## src/hw/tec_cfg.svh

```systemverilog
// Register map, field positions, reset values and divider settings of the timer block
`ifndef TEC_CFG_SVH
`define TEC_CFG_SVH

// ========
// Register indexes (byte address = 4 * index)
`define TEC_IDX_PORT1_DIR 16'hFF21
`define TEC_IDX_PORT3_DIR 16'hFF23
`define TEC_IDX_MODE_B 16'hFF43
`define TEC_IDX_MODE_A 16'hFF6B
`define TEC_IDX_CLKSEL_A 16'hFF6A
`define TEC_IDX_CLKSEL_B 16'hFF8C
`define TEC_IDX_COMPARE_A 16'hFF90
`define TEC_IDX_COMPARE_B 16'hFF91
`define TEC_IDX_COUNT_A 16'hFF92
`define TEC_IDX_COUNT_B 16'hFF93
`define TEC_IDX_PORT1_LATCH 16'hFF94
`define TEC_IDX_PORT3_LATCH 16'hFF95

// ========
// Mode control field positions
`define TEC_BIT_RUN 7
`define TEC_BIT_PWM 6
`define TEC_BIT_PRESET_HIGH 3
`define TEC_BIT_PRESET_LOW 2
`define TEC_BIT_INV_POL 1
`define TEC_BIT_OE 0
`define TEC_MODE_STORED_MASK 8'hC3
`define TEC_CLKSEL_MASK 8'h07

// ========
// Reset values
`define TEC_RST_MODE 8'h00
`define TEC_RST_CLKSEL 8'h00
`define TEC_RST_COMPARE 8'h00
`define TEC_RST_DIR 8'hFF
`define TEC_RST_LATCH 8'h00
`define TEC_PORT3_HIGH_ONES 8'hF0

// ========
// Divider exponents of the four slowest clock choices, timer A then B
`define TEC_DIV_A4 4'h2
`define TEC_DIV_A5 4'h6
`define TEC_DIV_A6 4'h8
`define TEC_DIV_A7 4'hD
`define TEC_DIV_B4 4'h4
`define TEC_DIV_B5 4'h6
`define TEC_DIV_B6 4'h8
`define TEC_DIV_B7 4'hC
`define TEC_PRESCALE_W 13

// ========
// Shared-pin bit positions in the port registers
`define TEC_PIN_A_BIT 7
`define TEC_PIN_B_BIT 3

// ========
// Bus constants
`define TEC_ADDR_W 18
`define TEC_RESP_OKAY 2'h0
`define TEC_RESP_SLVERR 2'h2

`endif

```

## src/hw/tec_pkg.sv

```systemverilog
// Types shared by the timer/event counter block
package tec_pkg;

   // ==========================================================
   // Count clock choices
   typedef enum logic [2:0] {
      TEC_CLK_EV_FALL = 3'h0,
      TEC_CLK_EV_RISE = 3'h1,
      TEC_CLK_FULL = 3'h2,
      TEC_CLK_DIV2 = 3'h3,
      TEC_CLK_DIV_S4 = 3'h4,
      TEC_CLK_DIV_S5 = 3'h5,
      TEC_CLK_DIV_S6 = 3'h6,
      TEC_CLK_DIV_S7 = 3'h7
   } tec_clk_sel_t;

   typedef logic [7:0] tec_byte_t;

endpackage : tec_pkg

```

## src/hw/tec_timer_pair.sv

```systemverilog
// Two 8-bit timer/event counters with mode control, pin direction and AXI4-Lite registers
//
// Implementation choice: the AXI4-Lite interface to the registers.
`timescale 1ns/1ps
`default_nettype none
`include "tec_cfg.svh"

// Contract
// Run bit low clears and holds counter; high counts on selected clock.
// Mode bit 6 low gives clear-on-match; high gives free-running PWM.
// Preset field: 00 keep, 01 flop low, 10 flop high; 11 forbidden.
// Outside PWM, bit 1 enables flop toggle on each compare match.
// In PWM, bit 1 selects active level: 0 high, 1 low.
// Output enable low forces pin low; high passes flop or PWM wave.
// Preset bits 2 and 3 are write-only and read as zero.
// Preset field acts only outside PWM mode.
// Software configures mode, enable, preset, run in separate writes.
// Software stops the counter before changing the mode bit.
// In PWM, clearing the run bit drives the output inactive.
// Mode, preset, polarity and enable affect the pin immediately.
// Reset clears each mode control register to zero.
// Mode control accepts single-bit and whole-byte writes.
// Direction bit 0 means output, 1 input; reset sets all ones.
// Software sets direction and latch for timer output or event input.
// Clear-on-match mode: equal count clears, keeps counting, raises match.
// Interval timer repeats match every compare plus one count clocks.
// Count clock chosen by bits 0 to 2 of clock select.
// Event mode counts once per chosen edge of the event input.
// Software keeps compare value fixed while clear-on-match mode runs.
// Count rises on count clock; cleared by reset, run low, match.
// Select codes: falling, rising, undivided clock, then divided clocks.
// PWM goes active on overflow, inactive on compare, every 256 counts.
// With inversion on in clear-on-match mode, flop toggles each match.
// Match request is a one-cycle pulse per compare match.
module tec_timer_pair
   import tec_pkg::*;
(
   // Clock, reset, enable
   input wire logic aclk,
   input wire logic aresetn,
   input wire logic ce,
   // AXI4-Lite write address
   input wire logic [`TEC_ADDR_W-1:0] s_axi_awaddr,
   input wire logic s_axi_awvalid,
   output logic s_axi_awready,
   // AXI4-Lite write data
   input wire logic [31:0] s_axi_wdata,
   input wire logic [3:0] s_axi_wstrb,
   input wire logic s_axi_wvalid,
   output logic s_axi_wready,
   // AXI4-Lite write response
   output logic [1:0] s_axi_bresp,
   output logic s_axi_bvalid,
   input wire logic s_axi_bready,
   // AXI4-Lite read address
   input wire logic [`TEC_ADDR_W-1:0] s_axi_araddr,
   input wire logic s_axi_arvalid,
   output logic s_axi_arready,
   // AXI4-Lite read data
   output logic [31:0] s_axi_rdata,
   output logic [1:0] s_axi_rresp,
   output logic s_axi_rvalid,
   input wire logic s_axi_rready,
   // Shared pin of timer A
   input wire logic pin_a_i,
   output logic pin_a_o,
   output logic pin_a_oe_n,
   // Shared pin of timer B
   input wire logic pin_b_i,
   output logic pin_b_o,
   output logic pin_b_oe_n,
   // Match requests
   output logic match_irq_a,
   output logic match_irq_b,
   // Port direction state for the rest of the port logic
   output logic [7:0] port1_direction,
   output logic [7:0] port3_direction
);

   // ========
   // Helpers

   // Word index of a byte address
   function automatic logic [15:0] tec_index(input logic [`TEC_ADDR_W-1:0] addr);
      tec_index = addr[`TEC_ADDR_W-1:2];
   endfunction : tec_index

   // True when the index names a register of this block
   function automatic logic tec_mapped(input logic [15:0] idx);
      tec_mapped = (idx == `TEC_IDX_PORT1_DIR) || (idx == `TEC_IDX_PORT3_DIR) ||
         (idx == `TEC_IDX_MODE_A) || (idx == `TEC_IDX_MODE_B) ||
         (idx == `TEC_IDX_CLKSEL_A) || (idx == `TEC_IDX_CLKSEL_B) ||
         (idx == `TEC_IDX_COMPARE_A) || (idx == `TEC_IDX_COMPARE_B) ||
         (idx == `TEC_IDX_COUNT_A) || (idx == `TEC_IDX_COUNT_B) ||
         (idx == `TEC_IDX_PORT1_LATCH) || (idx == `TEC_IDX_PORT3_LATCH);
   endfunction : tec_mapped

   // Divider tick: all low bits of the prescaler set
   function automatic logic tec_div_tick(input logic [`TEC_PRESCALE_W-1:0] psc,
                                         input logic [3:0] shift);
      logic [`TEC_PRESCALE_W-1:0] mask;
      mask = `TEC_PRESCALE_W'((1 << shift) - 1);
      tec_div_tick = ((psc & mask) == mask);
   endfunction : tec_div_tick

   // ========
   // Storage
   tec_byte_t mode [2];
   tec_byte_t clk_sel [2];
   tec_byte_t compare_value [2];
   tec_byte_t count_value [2];
   logic [1:0] wave_flop;
   logic [1:0] pwm_active;
   logic [1:0] ev_prev;
   logic [1:0] match_pulse;
   logic [1:0] tick;
   logic [1:0] ev_pin;
   logic [1:0] wave;
   logic [7:0] port1_latch;
   logic [7:0] port3_latch;
   logic [3:0] port3_dir_low;
   logic [`TEC_PRESCALE_W-1:0] prescale;

   // Bus state
   logic aw_have;
   logic w_have;
   logic [`TEC_ADDR_W-1:0] aw_addr;
   logic [31:0] w_data;
   logic [3:0] w_strb;
   logic do_write;
   logic [15:0] wr_idx;
   logic wr_lane;
   tec_byte_t wr_byte;

   // ========
   // AXI4-Lite write path
   assign s_axi_awready = ce && !aw_have;
   assign s_axi_wready = ce && !w_have;
   assign do_write = ce && aw_have && w_have && !s_axi_bvalid;
   assign wr_idx = tec_index(aw_addr);
   assign wr_lane = w_strb[0];
   assign wr_byte = w_data[7:0];

   // Address and data may arrive in either order; each is held until both are in
   always_ff @(posedge aclk) begin
      if (!aresetn) begin
         aw_have <= 1'b0;
         w_have <= 1'b0;
         aw_addr <= '0;
         w_data <= 32'h0000_0000;
         w_strb <= 4'h0;
      end else if (ce) begin
         if (s_axi_awvalid && !aw_have) begin
            aw_have <= 1'b1;
            aw_addr <= s_axi_awaddr;
         end else if (do_write) begin
            aw_have <= 1'b0;
         end
         if (s_axi_wvalid && !w_have) begin
            w_have <= 1'b1;
            w_data <= s_axi_wdata;
            w_strb <= s_axi_wstrb;
         end else if (do_write) begin
            w_have <= 1'b0;
         end
      end
   end

   // Write response, error on an unmapped word
   always_ff @(posedge aclk) begin
      if (!aresetn) begin
         s_axi_bvalid <= 1'b0;
         s_axi_bresp <= `TEC_RESP_OKAY;
      end else if (ce) begin
         if (do_write) begin
            s_axi_bvalid <= 1'b1;
            s_axi_bresp <= tec_mapped(wr_idx) ? `TEC_RESP_OKAY : `TEC_RESP_SLVERR;
         end else if (s_axi_bready) begin
            s_axi_bvalid <= 1'b0;
         end
      end
   end

   // ========
   // Register writes; only byte lane 0 carries register data

   // Mode control of each timer; preset bits are never stored
   always_ff @(posedge aclk) begin
      if (!aresetn) begin
         mode[0] <= `TEC_RST_MODE;
         mode[1] <= `TEC_RST_MODE;
      end else if (ce && do_write && wr_lane) begin
         // A single-bit update is a read-modify-write of the whole byte
         if (wr_idx == `TEC_IDX_MODE_A) begin
            mode[0] <= wr_byte & `TEC_MODE_STORED_MASK; // see R14
         end
         if (wr_idx == `TEC_IDX_MODE_B) begin
            mode[1] <= wr_byte & `TEC_MODE_STORED_MASK; // see R14
         end
      end
   end

   // Clock select and compare registers
   always_ff @(posedge aclk) begin
      if (!aresetn) begin
         clk_sel[0] <= `TEC_RST_CLKSEL;
         clk_sel[1] <= `TEC_RST_CLKSEL;
         compare_value[0] <= `TEC_RST_COMPARE;
         compare_value[1] <= `TEC_RST_COMPARE;
      end else if (ce && do_write && wr_lane) begin
         if (wr_idx == `TEC_IDX_CLKSEL_A) clk_sel[0] <= wr_byte & `TEC_CLKSEL_MASK;
         if (wr_idx == `TEC_IDX_CLKSEL_B) clk_sel[1] <= wr_byte & `TEC_CLKSEL_MASK;
         if (wr_idx == `TEC_IDX_COMPARE_A) compare_value[0] <= wr_byte;
         if (wr_idx == `TEC_IDX_COMPARE_B) compare_value[1] <= wr_byte;
      end
   end

   // Port direction and output latches
   always_ff @(posedge aclk) begin
      if (!aresetn) begin
         port1_direction <= `TEC_RST_DIR;
         port3_dir_low <= 4'hF;
         port1_latch <= `TEC_RST_LATCH;
         port3_latch <= `TEC_RST_LATCH;
      end else if (ce && do_write && wr_lane) begin
         if (wr_idx == `TEC_IDX_PORT1_DIR) port1_direction <= wr_byte;
         if (wr_idx == `TEC_IDX_PORT3_DIR) port3_dir_low <= wr_byte[3:0];
         if (wr_idx == `TEC_IDX_PORT1_LATCH) port1_latch <= wr_byte;
         if (wr_idx == `TEC_IDX_PORT3_LATCH) port3_latch <= wr_byte;
      end
   end

   // Upper port 3 bits do not exist and always show input mode
   assign port3_direction = `TEC_PORT3_HIGH_ONES | {4'h0, port3_dir_low};

   // ========
   // Count clock generation

   // Free-running prescaler shared by both timers, so divided ticks stay phase-locked
   always_ff @(posedge aclk) begin
      if (!aresetn) begin
         prescale <= '0;
      end else if (ce) begin
         prescale <= prescale + `TEC_PRESCALE_W'(1);
      end
   end

   // Event pins are treated as synchronous; the last sample gives the edge
   assign ev_pin[0] = pin_a_i;
   assign ev_pin[1] = pin_b_i;

   always_ff @(posedge aclk) begin
      if (!aresetn) begin
         ev_prev <= 2'h0;
      end else if (ce) begin
         ev_prev <= ev_pin;
      end
   end

   // Tick selection per timer
   always_comb begin
      for (int i = 0; i < 2; i++) begin
         unique case (tec_clk_sel_t'(clk_sel[i][2:0])) // see R19
            TEC_CLK_EV_FALL: tick[i] = ev_prev[i] && !ev_pin[i];
            TEC_CLK_EV_RISE: tick[i] = !ev_prev[i] && ev_pin[i];
            TEC_CLK_FULL: tick[i] = 1'b1;
            TEC_CLK_DIV2: tick[i] = tec_div_tick(prescale, 4'h1);
            TEC_CLK_DIV_S4: tick[i] = tec_div_tick(prescale, i == 0 ? `TEC_DIV_A4 : `TEC_DIV_B4);
            TEC_CLK_DIV_S5: tick[i] = tec_div_tick(prescale, i == 0 ? `TEC_DIV_A5 : `TEC_DIV_B5);
            TEC_CLK_DIV_S6: tick[i] = tec_div_tick(prescale, i == 0 ? `TEC_DIV_A6 : `TEC_DIV_B6);
            TEC_CLK_DIV_S7: tick[i] = tec_div_tick(prescale, i == 0 ? `TEC_DIV_A7 : `TEC_DIV_B7);
         endcase
      end
   end

   // ========
   // Counter and match detection
   always_ff @(posedge aclk) begin
      if (!aresetn) begin
         count_value[0] <= 8'h00;
         count_value[1] <= 8'h00;
         match_pulse <= 2'h0;
      end else if (ce) begin
         for (int i = 0; i < 2; i++) begin
            match_pulse[i] <= 1'b0;
            if (!mode[i][`TEC_BIT_RUN]) begin
               count_value[i] <= 8'h00; // see R01
            end else if (tick[i]) begin
               if (!mode[i][`TEC_BIT_PWM] && count_value[i] == compare_value[i]) begin
                  // Count 0..N then clear: N+1 count clocks per match
                  count_value[i] <= 8'h00; // see R17 see R18
                  match_pulse[i] <= 1'b1; // see R17
               end else begin
                  count_value[i] <= count_value[i] + 8'h01; // see R22
               end
            end
         end
      end
   end

   assign match_irq_a = match_pulse[0];
   assign match_irq_b = match_pulse[1];

   // ========
   // Timer output flip-flop; a preset write wins over a toggle in the same cycle
   always_ff @(posedge aclk) begin
      if (!aresetn) begin
         wave_flop <= 2'h0;
      end else if (ce) begin
         for (int i = 0; i < 2; i++) begin
            if (do_write && wr_lane && !wr_byte[`TEC_BIT_PWM] &&
                wr_idx == (i == 0 ? `TEC_IDX_MODE_A : `TEC_IDX_MODE_B)) begin
               unique case ({wr_byte[`TEC_BIT_PRESET_HIGH], wr_byte[`TEC_BIT_PRESET_LOW]})
                  2'h1: wave_flop[i] <= 1'b0;
                  2'h2: wave_flop[i] <= 1'b1;
                  default: wave_flop[i] <= wave_flop[i];
               endcase
            end else if (mode[i][`TEC_BIT_RUN] && tick[i] && !mode[i][`TEC_BIT_PWM] &&
                         mode[i][`TEC_BIT_INV_POL] && count_value[i] == compare_value[i]) begin
               wave_flop[i] <= !wave_flop[i]; // see R04
            end
         end
      end
   end

   // ========
   // PWM active phase: set at overflow, cleared at compare equality
   always_ff @(posedge aclk) begin
      if (!aresetn) begin
         pwm_active <= 2'h0;
      end else if (ce) begin
         for (int i = 0; i < 2; i++) begin
            if (!mode[i][`TEC_BIT_RUN] || !mode[i][`TEC_BIT_PWM]) begin
               pwm_active[i] <= 1'b0;
            end else if (tick[i]) begin
               if (count_value[i] == 8'hFF) begin
                  // A zero compare keeps the wave inactive for the whole period
                  pwm_active[i] <= (compare_value[i] != 8'h00);
               end else if (count_value[i] + 8'h01 == compare_value[i]) begin
                  pwm_active[i] <= 1'b0;
               end
            end
         end
      end
   end

   // ========
   // Wave output, combinational from mode bits so changes show at once
   always_comb begin
      for (int i = 0; i < 2; i++) begin
         if (!mode[i][`TEC_BIT_OE]) begin
            wave[i] = 1'b0; // see R06
         end else if (mode[i][`TEC_BIT_PWM]) begin
            wave[i] = pwm_active[i] ^ mode[i][`TEC_BIT_INV_POL]; // see R05 see R11
         end else begin
            wave[i] = wave_flop[i]; // see R06
         end
      end
   end

   // Shared pins: direction bit low turns the driver on; latch must be low for the wave
   assign pin_a_o = wave[0] | port1_latch[`TEC_PIN_A_BIT];
   assign pin_a_oe_n = port1_direction[`TEC_PIN_A_BIT]; // see R15
   assign pin_b_o = wave[1] | port3_latch[`TEC_PIN_B_BIT];
   assign pin_b_oe_n = port3_dir_low[`TEC_PIN_B_BIT]; // see R15

   // ========
   // AXI4-Lite read path, one read in flight
   assign s_axi_arready = ce && !s_axi_rvalid;

   always_ff @(posedge aclk) begin
      if (!aresetn) begin
         s_axi_rvalid <= 1'b0;
         s_axi_rdata <= 32'h0000_0000;
         s_axi_rresp <= `TEC_RESP_OKAY;
      end else if (ce) begin
         if (s_axi_arvalid && !s_axi_rvalid) begin
            s_axi_rvalid <= 1'b1;
            s_axi_rresp <= tec_mapped(tec_index(s_axi_araddr)) ?
                           `TEC_RESP_OKAY : `TEC_RESP_SLVERR;
            unique case (tec_index(s_axi_araddr))
               `TEC_IDX_MODE_A: s_axi_rdata <= {24'h0, mode[0]};
               `TEC_IDX_MODE_B: s_axi_rdata <= {24'h0, mode[1]};
               `TEC_IDX_CLKSEL_A: s_axi_rdata <= {24'h0, clk_sel[0]};
               `TEC_IDX_CLKSEL_B: s_axi_rdata <= {24'h0, clk_sel[1]};
               `TEC_IDX_COMPARE_A: s_axi_rdata <= {24'h0, compare_value[0]};
               `TEC_IDX_COMPARE_B: s_axi_rdata <= {24'h0, compare_value[1]};
               `TEC_IDX_COUNT_A: s_axi_rdata <= {24'h0, count_value[0]};
               `TEC_IDX_COUNT_B: s_axi_rdata <= {24'h0, count_value[1]};
               `TEC_IDX_PORT1_DIR: s_axi_rdata <= {24'h0, port1_direction};
               `TEC_IDX_PORT3_DIR: s_axi_rdata <= {24'h0, port3_direction};
               `TEC_IDX_PORT1_LATCH: s_axi_rdata <= {24'h0, port1_latch};
               `TEC_IDX_PORT3_LATCH: s_axi_rdata <= {24'h0, port3_latch};
               default: s_axi_rdata <= 32'h0000_0000;
            endcase
         end else if (s_axi_rready) begin
            s_axi_rvalid <= 1'b0;
         end
      end
   end

endmodule : tec_timer_pair

`default_nettype wire

```

## config.mk

```make
export PLATFORM = sky130hd
export DESIGN_NAME = tec_timer_pair
export DESIGN_NICKNAME = d
export VERILOG_FILES = /design/src/hw/tec_pkg.sv /design/src/hw/tec_timer_pair.sv
export VERILOG_INCLUDE_DIRS = /design/src /design/src/hw
export SDC_FILE = /design/constraint.sdc
export NUM_CORES = 1
export LEC_CHECK = 0
export BUFFER_PORTS_ARGS = -buffer_cell sky130_fd_sc_hd__buf_2
export CORE_MARGIN = 5
export CORE_UTILIZATION = 56
export DETAILED_ROUTE_END_ITERATION = 16
export PLACE_DENSITY = 0.85
export SKIP_CTS_REPAIR_TIMING = 1
export SYNTH_ARGS = -nofsm -noshare
export SYNTH_HDL_FRONTEND = slang
export SYNTH_SLANG_ARGS = --single-unit
```

## constraint.sdc

```tcl
create_clock -name aclk -period 2.5 [get_ports aclk]
set_clock_uncertainty 0.05 [all_clocks]
set_input_delay 0.25 -clock aclk [delete_from_list [all_inputs] [get_ports aclk]]
set_output_delay 0.25 -clock aclk [all_outputs]
set_load 0.005 [all_outputs]
```

* Word level (Yosys, flattened, before mapping)
Memories as Yosys holds them, arrays and structs flattened.
Cells that the tools add are included.
** Storage, ports and cells
- Register bits after elaboration :: 116
- Bits in writable memories :: 46
- Bits of input ports :: 82
- Output and inout bits :: 63
- Word-level logic and storage cells :: 294
- Memories :: 4
** Operators by class
- Add/subtract/negate cells :: 3
- Equal/unequal tests :: 54
- Muxes and demuxes :: 98
- Bitwise gates (word level) :: 16
- Reductions and logical operators :: 98
** Memory list
- compare_value :: depth 2, bits a word 8, rd ports 2, clocked after Yosys merged registers in 0, wr ports 2, RTL line tec_timer_pair.sv:110 : tec_byte_t compare_value [2];
- count_value :: depth 2, bits a word 8, rd ports 2, clocked after Yosys merged registers in 0, wr ports 2, RTL line tec_timer_pair.sv:111 : tec_byte_t count_value [2];
- mode :: depth 2, bits a word 4, rd ports 2, clocked after Yosys merged registers in 0, wr ports 2, RTL line tec_timer_pair.sv:108 : tec_byte_t mode [2];
- clk_sel :: depth 2, bits a word 3, rd ports 2, clocked after Yosys merged registers in 0, wr ports 2, RTL line tec_timer_pair.sv:109 : tec_byte_t clk_sel [2];
** Operators by type and width (number)
- 16-bit equality test, second input constant :: 24
- 8-bit one-hot mux with 12 select lines :: 1
- 1-bit two-way mux :: 80
- 8-bit two-way mux :: 8
- 8-bit equality test :: 4
- 1-bit logical AND :: 29
- 3-bit equality test, second input constant :: 8
- 8-bit equality test, second input constant :: 3
- 1-bit logical OR :: 24
- 2-bit AND reduction :: 12
- 8-bit by 1-bit adder with 8-bit output, second input constant :: 2
- 1-bit one-hot mux with 8 select lines :: 2
- 2-bit nonzero test :: 8
- 8-bit nonzero test :: 2
- 1-bit logical NOT :: 15
- 1-bit bitwise OR :: 14
- 13-bit by 1-bit adder with 13-bit output, second input constant :: 1
- 13-bit equality test, second input constant :: 1
- 12-bit equality test, second input constant :: 1
- 3-bit by 2-bit equality test with 1-bit output, second input constant :: 4
- 3-bit AND reduction :: 4
- 4-bit two-way mux :: 2
- 3-bit by 1-bit equality test with 1-bit output, second input constant :: 2
- 6-bit equality test, second input constant :: 1
- other kinds (10) :: 17

* Logic depth before layout (Yosys ltp)
Gate-level depths: netlist of run 1.
- Word-level depth :: 13
- Mapped depth :: 9
- Mapped depth without buffers :: 8

* Worst setup path after synthesis of run 1
OpenSTA, ideal clock, no wires.
- Path type :: register -> register
- Start point :: mem count_value[1][0] (netlist bit)
- End point :: reg pwm_active[1]
- Setup time :: 120 ps
- Arrival :: 1781 ps
- Setup slack :: 549 ps
- Cell stages (with the launch flop) :: 8
- Path buffers :: 0
- Cells stage by stage :: edfxtp_1 > ha_1 > xnor2_1 > o211ai_1 > a221o_1 > a211oi_1 > a21oi_1 > o31a_1
** RTL lines
- from (decl) :: RTL line tec_timer_pair.sv:111
- to (signal, indexed assignment) :: RTL line tec_timer_pair.sv:338 : pwm_active[i] <= (compare_value[i] != 8'h00);
- to (decl) :: RTL line tec_timer_pair.sv:113 : logic [1:0] pwm_active;

==> flow_metrics.py, run 1 <==
metrics = {
    "critical_path": {
        "crit_path_end_kind": "register",
        "start_kind": "register",
        "rr_worst_depth": 7,
        "startpoint": "count_value[1][1]",
        "reg2reg_from": "count_value[1][1]",
        "cp.arrival_ns": 2.57,
        "rrSetupSlack_ns": 0.19,
        "critPathCapture": "pwm_active[1]",
        "r2r_end": "pwm_active[1]",
        "crit_fanout": 5,
        "critPathKind": "reg -> reg",
        "cp.required_ns": 2.76,
    },
    "floorplanning": {
        "ios": 145,
        "coreArea_sq_mm": 0.01272,
        "initial_core_util_pct": 57.70,
        "num_rows": 41,
        "die_x_um": 124.5,
        "dieArea_sq_mm": 0.01550,
        "die_h_um": 124.5,
    },
    "clocking": {
        "cts_buffers": 17,
        "clk_pin_slew_ns": 0.06,
        "clockBufferDepth": 2,
        "clk_latency_ns": 0.42,
        "cts.sinks": 134,
        "cts_tree": "yes",
        "clock-root-buffer": "clkbuf_16",
        "htreeDepth": 4,
    },
    "route": {
        "first_pass_iters": 8,
        "avgRoutedWirePerCell_um": 18.02,
        "wirelength_mm": 18.84,
        "ant_nets": 0,
        "drcViolationCount": 0,
        "vias": 6129,
        "vias_per_cell": 5.865,
        "dr.first_iter.drc_count": 570,
    },
    "grt": {
        "grt_use_total_pct": 23.86,
        "grt_overflow": 0,
        "grt_pass1_wl_mm": 29.93,
        "antenna_found_initial": 0,
        "grt_pass1_vias": 5853,
        "grt_max_degree": 42,
    },
    "placement": {
        "place_hpwl_mm": 13.82,
        "gp_congestion": 0.9581,
        "post-place-ws_ns": 0.2729,
        "port_buffers": 83,
    },
    "sta": {
        "post-route-period-util_pct": 92.32,
        "setup-tns-final_ns": 0,
        "final_max_slew_viol_count": 0,
        "hold_violations": 0,
        "setup_slack_ns": 0.1920,
        "worst_pin_slew_ns": 0.5819,
        "maxSlewHeadroom_pct": 60.80,
        "rsz0062_at_grt": "no",
        "min_period_ns": 2.308,
        "max_freq_mhz": 433.3,
        "setup_violations": 0,
    },
    "min_path": {
        "hold_class": "in -> reg",
    },
    "synthesis": {
        "async_reset_ff_share_pct": 0,
        "synth-edff-count": 46,
        "syn_area_sq_mm": 0.007341,
        "synth_cell_types": 83,
        "synth_area_per_cell_sq_um": 9.448,
        "netlist_instances": 777,
        "seq_area_frac_synth_pct": 42.82,
        "ys.flop_type": "dfxtp_1",
        "ys_seq_elements": 134,
        "yosysWarnings": 0,
    },
    "final_layout": {
        "multiInputGateArea_sq_mm": 0.003884,
        "syn2layout_area_growth_pct": 14.62,
        "drive_gt1_share_pct": 19.50,
        "final_cell_mix": "111 x nand2_1, 88 x dfxtp_1, 83 x buf_2",
        "layout.nets": 944,
        "fill_cells": 1030,
        "final_common_cell": "nand2_1",
        "regArea_sq_mm": 0.003143,
    },
    "power": {
        "ir_worst_vdd_mv": 0.4012,
        "switching_share_pct": 23.60,
        "leakagePower_uw": 0.003334,
        "p_clk_share_pct": 46.1,
        "internal_power_uw": 3980,
        "p_switching_uw": 1229,
        "seqPwrFrac_pct": 46.2,
        "p_per_area_mw_per_mm2": 619.0,
        "comb_power_share_pct": 7.7,
    },
    "status": {
        "outcome": "complete, no violations",
    },
    "run": {
        "max_cap_violations": 0,
    },
}
## registers in the layout, summed over array words and instances, names as in the netlist, 13 cells and up
| signal | cells |
|---|---|
| compare_value | 16 |
| aw_addr | 16 |
| prescale | 13 |
| count_value | 16 |
## worst min path at each step
stage / slack, ns / cells after the start / end / startpoint
after floorplan: 0.33 / 2 / aw_addr[11] / s_axi_awaddr[11]
after global placement: 0.39 / 2 / aw_addr[12] / aw_addr[12]
after detailed placement: 0.40 / 2 / aw_addr[12] / aw_addr[12]
after CTS: 0.007 / 3 / aw_addr[7] / s_axi_awaddr[7]
after global routing: 0.01 / 3 / aw_addr[11] / s_axi_awaddr[11]
final: 0.02 / 3 / aw_addr[7] / s_axi_awaddr[7]
## worst max-delay path, stage by stage, from the launching register on
cell      delay (ns)
edfxtp_1        0.47
ha_1            0.34
xnor2_1         0.22
o211ai_1        0.15
a221o_1         0.29
a211oi_1        0.23
a21oi_1         0.13
o31a_1          0.31
## power groups by stage
stage | sequential, uW | combinational [uW] | clock (uW)
after floorplan | 2410 | 307 | 0
after global placement | 2450 | 386 | 0
after detailed placement | 2450 | 394 | 0
after CTS | 2400 | 398 | 2410
after global routing | 2410 | 442 | 2490
final | 2410 | 402 | 2400
## per-stage QoR
| step | area (sq um) | hold WS [ns] | total power [uW] | instances | util [%] |
|---|---|---|---|---|---|
| global route | 8412 | 0.01369 | 5350 | 1044 | 66.12 |
| finish | 8414 | 0.01514 | 5209 | 1045 | 66.14 |
| floorplan | 7446 | 0.3348 | 2717 | 805 | - |
| global placement | 7833 | 0.3921 | 2831 | 1012 | 61.57 |
| detailed placement | 7833 | 0.4038 | 2841 | 1012 | 61.57 |
| CTS | 8409 | 0.006625 | 5211 | 1044 | 66.10 |
## area by class of cell
| class | instances | area share, % |
|---|---|---|
| Antenna cell | 1 | 0.02974 |
| Clock buffer | 26 | 6.454 |
| Clock inverter | 6 | 0.4015 |
| Inverter | 13 | 0.5948 |
| Multi-Input combinational cell | 593 | 46.16 |
| Sequential cell | 134 | 37.35 |
| Tap cell | 172 | 2.558 |
| Timing Repair Buffer | 100 | 6.454 |
## synthesized netlist by cell type (6+ instances only)
| cell | n | area, sq um |
|---|---|---|
| clkbuf_1 | 25 | 93.84 |
| and2_1 | 33 | 206.5 |
| dfxtp_1 | 88 | 1762 |
| a21boi_0 | 28 | 210.2 |
| nand3_1 | 36 | 180.2 |
| nor2_1 | 46 | 172.7 |
| and3_1 | 8 | 50.05 |
| nand4_1 | 14 | 87.58 |
| mux2i_1 | 29 | 290.3 |
| nand2_1 | 112 | 420.4 |
| edfxtp_1 | 46 | 1381 |
| xnor2_1 | 28 | 245.2 |
| buf_2 | 6 | 30.03 |
| nor3_1 | 11 | 55.05 |
| a211oi_1 | 7 | 52.55 |
| nor2b_1 | 28 | 175.2 |
| or3_1 | 6 | 37.54 |
| mux4_2 | 8 | 180.2 |
| a21oi_1 | 13 | 65.06 |
| xor2_1 | 22 | 192.7 |
| mux2_2 | 8 | 90.09 |
| inv_1 | 12 | 45.04 |
| buf_4 | 32 | 240.2 |
| o21ai_0 | 19 | 95.09 |
## cell families after synthesis
family / count (synthesis) / share of synthesized area, %
adder cells (fa/ha/maj): 4 / 0.6478
multiplexers: 45 / 7.636
buffers and inverters: 78 / 5.744
AO/OA/AOI/OAI: 124 / 12.46
flip-flops: 134 / 42.82
XOR/XNOR: 50 / 5.966
other: 2 / 0.1023
AND/OR/NAND/NOR: 340 / 24.63
## routing by layer
metal  share of wire (%)  GRT usage [%]
met1                  41          30.37
met2                  47          38.45
met3                 9.3          6.132
met4                 3.2          10.25
met5                   0              0
Note: power is estimated with default switching activity, not from simulation.
==> inputs of run 2 (changes only) <==
--- a/config.mk
+++ b/config.mk
@@ -7,6 +7,7 @@
 export NUM_CORES = 1
 export LEC_CHECK = 0
 export BUFFER_PORTS_ARGS = -buffer_cell sky130_fd_sc_hd__buf_2
+export CORE_ASPECT_RATIO = 1.5
 export CORE_MARGIN = 5
 export CORE_UTILIZATION = 56
 export DETAILED_ROUTE_END_ITERATION = 16
==> run 2 against run 1 <==
- clock power grew 11%
- critical endpoint is now port3_latch[5]
- hold slack is essentially flat
- die area grew 0.31%
- flip-flop and latch count is the same
- routed wire length grew 5.4%
- global-route usage grew 2.5 points
- sequential share of layout area shrank 0.21 points
- worst setup slack gained 0.018 ns
- final area grew 0.57%
- fmax grew 0.80%
==> flow_metrics.py, run 2 (synthesized netlist as in run 1, its figures left out) <==
metrics = {
    "sta": {
        "min_period_ns": 2.290,
        "max_freq_mhz": 436.7,
        "worst_pin_slew_ns": 0.6594,
        "setup_violations": 0,
        "setup-tns-final_ns": 0,
        "hold_violations": 0,
        "maxSlewHeadroom_pct": 56.04,
        "setup_slack_ns": 0.2103,
        "post-route-period-util_pct": 91.59,
        "final_max_slew_viol_count": 0,
        "rsz0062_at_grt": "no",
    },
    "clocking": {
        "clk_latency_ns": 0.42,
        "htreeDepth": 4,
        "cts_buffers": 17,
        "cts.sinks": 134,
        "clockBufferDepth": 2,
        "cts_tree": "yes",
        "clk_pin_slew_ns": 0.06,
        "clock-root-buffer": "clkbuf_16",
    },
    "power": {
        "ir_worst_vdd_mv": 0.4751,
        "internal_power_uw": 4147,
        "switching_share_pct": 24.47,
        "seqPwrFrac_pct": 43.9,
        "p_per_area_mw_per_mm2": 648.9,
        "p_switching_uw": 1343,
        "p_clk_share_pct": 48.7,
        "leakagePower_uw": 0.003369,
        "comb_power_share_pct": 7.4,
    },
    "critical_path": {
        "start_kind": "register",
        "rr_worst_depth": 7,
        "critPathKind": "reg -> reg",
        "cp.arrival_ns": 2.55,
        "rrSetupSlack_ns": 0.21,
        "crit_fanout": 8,
        "r2r_end": "port3_latch[5]",
        "crit_path_end_kind": "register",
        "cp.required_ns": 2.76,
        "reg2reg_from": "aw_addr[14]",
    },
    "route": {
        "vias": 6145,
        "avgRoutedWirePerCell_um": 19.26,
        "dr.first_iter.drc_count": 435,
        "ant_nets": 0,
        "first_pass_iters": 5,
        "wirelength_mm": 19.86,
        "vias_per_cell": 5.960,
        "drcViolationCount": 0,
    },
    "final_layout": {
        "layout.nets": 944,
        "diodes": 0,
        "syn2layout_area_growth_pct": 15.27,
        "fill_cells": 1042,
        "regArea_sq_mm": 0.003143,
        "reg_top3": "aw_addr: 16 flops, compare_value: 16 flops, count_value: 16 flops",
        "drive_gt1_share_pct": 19.84,
        "final_common_cell": "nand2_1",
        "multiInputGateArea_sq_mm": 0.003881,
        "final_cell_mix": "112 x nand2_1, 88 x dfxtp_1, 83 x buf_2",
    },
    "min_path": {
        "hold_class": "in -> reg",
        "hold_depth": 3,
        "min_from": "s_axi_awaddr[7]",
        "hold_end": "aw_addr[7]",
    },
    "grt": {
        "grt_max_degree": 45,
        "grt_pass1_wl_mm": 31.06,
        "grt_overflow": 0,
        "antenna_found_initial": 0,
        "grt_pass1_vias": 5994,
        "grt_use_total_pct": 26.33,
    },
    "placement": {
        "port_buffers": 83,
        "gp_congestion": 0.9975,
        "place_hpwl_mm": 14.52,
        "post-place-ws_ns": 0.2766,
    },
    "floorplanning": {
        "num_rows": 51,
        "coreArea_sq_mm": 0.01295,
        "die_h_um": 150.2,
        "initial_core_util_pct": 56.67,
        "dieArea_sq_mm": 0.01555,
        "die_x_um": 103.5,
        "ios": 145,
    },
    "status": {
        "outcome": "complete, no violations",
    },
    "run": {
        "max_cap_violations": 0,
    },
}
## run 2: changes by cell type in the layout (fill, tap and decap cells not counted), moves of 2 or more
cell       before  now
inv_6           0    5
clkinv_2        5    2
bufinv_16       0    3
inv_8           0    2
clkbuf_1        4    0
clkbuf_16      20   18
clkbuf_8        2    0
## run 2: per-layer routing
metal	global-route usage, %	vias up	share of wire [%]
li1	-	2885	-
met1	30.17	2911	37
met2	44.89	289	51
met3	4.914	60	6.7
met4	15.10	0	5.2
met5	0	-	0
## run 2: metrics by stage
step	hold WS, ns	power [uW]	instances	util (%)	area [sq um]
2_1_floorplan	0.3348	2717	805	-	7446
3_3_place_gp	0.3914	2842	999	60.44	7829
3_5_place_dp	0.3958	2850	999	60.44	7829
4_1_cts	0.008120	5494	1031	65.32	8462
5_1_grt	0.01408	5660	1031	65.32	8462
6_report	0.01505	5491	1031	65.32	8462
## run 2: worst max-delay path by stage
| stage | slack, ns | endpoint | cells after the start | start |
|---|---|---|---|---|
| after global routing | 0.006 | port3_latch[5] | 7 | aw_addr[14] |
| after detailed placement | 0.28 | s_axi_rdata[6] | 8 | s_axi_araddr[13] |
| final | 0.21 | port3_latch[5] | 7 | aw_addr[14] |
| after global placement | 0.28 | s_axi_rdata[6] | 8 | s_axi_araddr[13] |
| after floorplan | 0.55 | pwm_active[1] | 7 | count_value[1][0] |
| after CTS | 0.25 | port3_latch[5] | 7 | aw_addr[14] |
## run 2: final cells by class
| type | count | area share, % |
|---|---|---|
| inverters | 13 | 0.5915 |
| multi-input cells | 593 | 45.87 |
| clock buffers | 18 | 5.323 |
| clock inverters | 14 | 2.159 |
| repair buffers | 100 | 6.565 |
| flip-flops and latches | 134 | 37.14 |
| well taps | 159 | 2.351 |
## run 2: worst max-delay path: stages (launching register included)
cell and delay [ns]:
dfxtp_1 0.34, nand4_1 0.18, nor2_1 0.32, nand3_1 0.19, nor2_1 0.27, nand3_1 0.47
mux2i_1 0.29, nor2b_1 0.07
## run 2: power groups by stage
| stage | Clock, uW | Sequential, uW | Combinational, uW |
|---|---|---|---|
| 2_1_floorplan | 0 | 2410 | 307 |
| 3_5_place_dp | 0 | 2450 | 399 |
| 6_report | 2670 | 2410 | 408 |
| 3_3_place_gp | 0 | 2450 | 394 |
| 4_1_cts | 2680 | 2400 | 405 |
| 5_1_grt | 2800 | 2410 | 451 |
==> inputs of run 3 (changes only) <==
--- a/config.mk
+++ b/config.mk
@@ -6,12 +6,12 @@
 export SDC_FILE = /design/constraint.sdc
 export NUM_CORES = 1
 export LEC_CHECK = 0
-export BUFFER_PORTS_ARGS = -buffer_cell sky130_fd_sc_hd__buf_2
 export CORE_ASPECT_RATIO = 1.5
 export CORE_MARGIN = 5
-export CORE_UTILIZATION = 56
+export CORE_UTILIZATION = 60
 export DETAILED_ROUTE_END_ITERATION = 16
-export PLACE_DENSITY = 0.85
+export DONT_BUFFER_PORTS = 1
+export PLACE_DENSITY = 0.8
 export SKIP_CTS_REPAIR_TIMING = 1
 export SYNTH_ARGS = -nofsm -noshare
 export SYNTH_HDL_FRONTEND = slang
==> run 3 against run 2 <==
- the flow now finishes with violations (negative hold slack)
- final area decreased by 2.1%
- flip-flop and latch count unchanged
- routed wire length increased by 1.2%
- clock power decreased by 12%
- clock-buffer cell count increased by 4
- register-to-register slack improved by 0.03 ns
- non-clock buffer count decreased by 55
- largest cell class unchanged
- largest power group is now registers
==> flow_metrics.py, run 3 (synthesized netlist as in run 1, its figures left out) <==
metrics = {
    "grt": {
        "grt_pass1_vias": 5845,
        "grt_use_total_pct": 27.03,
        "grt_pass1_wl_mm": 31.00,
        "grt_overflow": 0,
        "grt_max_degree": 99,
        "antenna_found_initial": 0,
    },
    "route": {
        "dr.first_iter.drc_count": 489,
        "vias_per_cell": 6.214,
        "drcViolationCount": 0,
        "avgRoutedWirePerCell_um": 20.72,
        "vias": 6028,
        "ant_nets": 0,
        "wirelength_mm": 20.10,
        "first_pass_iters": 5,
    },
    "sta": {
        "hold_slack_ns": -0.04082,
        "setup-tns-final_ns": 0,
        "worst_pin_slew_ns": 0.5514,
        "rsz0062_at_grt": "no",
        "maxSlewHeadroom_pct": 63.24,
        "max_freq_mhz": 443.4,
        "post-route-period-util_pct": 90.21,
        "setup_violations": 0,
        "final_max_slew_viol_count": 0,
        "min_period_ns": 2.255,
        "hold_violations": 2,
    },
    "critical_path": {
        "slowest_stage": "or4_1",
        "rrSetupSlack_ns": 0.24,
        "cp_slowest_stage_delay_ns": 0.51,
        "start_kind": "register",
        "crit_path_end_kind": "register",
        "crit_fanout": 4,
        "path_buf_inv": 0,
        "crit_path_frequent_cell": "nand2_1",
        "crit_family": "simple AND/OR/NAND/NOR gates",
        "cp.required_ns": 2.56,
        "cp.arrival_ns": 2.32,
        "crit_chain": "and4b_1 > nand2_1 > nor3_1 > nand2_1 > or4_1 > nand2_1",
        "critPathKind": "reg -> reg",
    },
    "power": {
        "switching_share_pct": 24.08,
        "p_per_area_mw_per_mm2": 620.4,
        "comb_power_share_pct": 7.1,
        "p_switching_uw": 1237,
        "internal_power_uw": 3900,
        "ir_worst_vdd_mv": 0.6402,
        "p_clk_share_pct": 45.9,
        "leakagePower_uw": 0.003101,
        "seqPwrFrac_pct": 47.0,
    },
    "placement": {
        "dp.cells": 902,
        "port_buffers": 0,
        "place_hpwl_mm": 14.37,
        "gp_congestion": 0.9588,
    },
    "final_layout": {
        "layout.nets": 889,
        "reg_top3": "aw_addr: 16 flops, compare_value: 16 flops, count_value: 16 flops",
        "drive_gt1_share_pct": 10.04,
        "fin_util_pct": 68.92,
        "final_cell_mix": "112 x nand2_1, 88 x dfxtp_1, 46 x nor2_1, 46 x edfxtp_1, 36 x nand3_1",
        "syn2layout_area_growth_pct": 12.82,
        "diodes": 0,
        "fin_cells": 970,
        "final_common_cell": "nand2_1",
    },
    "run": {
        "max_cap_violations": 0,
    },
    "floorplanning": {
        "dieArea_sq_mm": 0.01459,
        "initial_core_util_pct": 61.09,
        "num_rows": 49,
        "die_x_um": 100.3,
        "coreArea_sq_mm": 0.01202,
        "ios": 145,
        "die_h_um": 145.5,
    },
    "clocking": {
        "cts_tree": "yes",
        "clk_pin_slew_ns": 0.06,
        "clock-root-buffer": "clkbuf_16",
        "clk_latency_ns": 0.42,
        "cts_buffers": 17,
        "htreeDepth": 4,
        "cts.sinks": 134,
        "clockBufferDepth": 2,
    },
    "min_path": {
        "hold_class": "in -> reg",
    },
    "status": {
        "violations": "negative hold slack",
        "outcome": "finished, violations left",
    },
}
## run 3: worst paths after layout
path               startpoint     endpoint  depth (start not counted)
max                    w_have   mode[0][5]                          6
min          s_axi_awaddr[15]  aw_addr[15]                          2
max reg2reg            w_have   mode[0][5]                          6
min reg2reg       aw_addr[11]  aw_addr[11]                          2
## run 3: power groups by stage
stage | Combinational, uW | Clock, uW | Sequential [uW]
detailed placement | 290 | 0 | 2460
finish | 363 | 2360 | 2410
floorplan | 307 | 0 | 2410
CTS | 293 | 2370 | 2410
global placement | 281 | 0 | 2450
global route | 400 | 2480 | 2420
## run 3: worst reg2reg max path: cells and delay by family, from the launching register on
family / cells / cell delay, ns
and+or+nand+nor: 6 / 1.53
DFF: 1 / 0.38
## run 3: per-layer routing
layer / share of wire [%] / vias up / global-route usage, %
met5: 0 / - / 0
met4: 6.0 / 0 / 15.98
met3: 7.2 / 79 / 5.947
met2: 52 / 304 / 46.75
met1: 35 / 2868 / 29.72
li1: - / 2777 / -
## run 3: stage by stage
step                      power (uW)  hold slack, ns  area, sq um  worst slack (ns)
after floorplan                 2717          0.3348         7446            0.5494
after global placement          2736          0.2689         7333            0.2892
after detailed placement        2747          0.2729         7333            0.2650
after CTS                       5076         -0.1578         7898            0.2368
after global routing            5303        0.004834         8282           0.08201
final                           5138        -0.04082         8282            0.2448
## run 3: area by class of cell
type                       instances  area (sq um)
sequential                       134          3143
tap                              153         191.4
clock inverter                    10         67.56
inverter                          13         50.05
timing repair buffer              45         445.4
fill                             903          3735
clock buffer                      22         496.7
multi-input combinational        593          3887
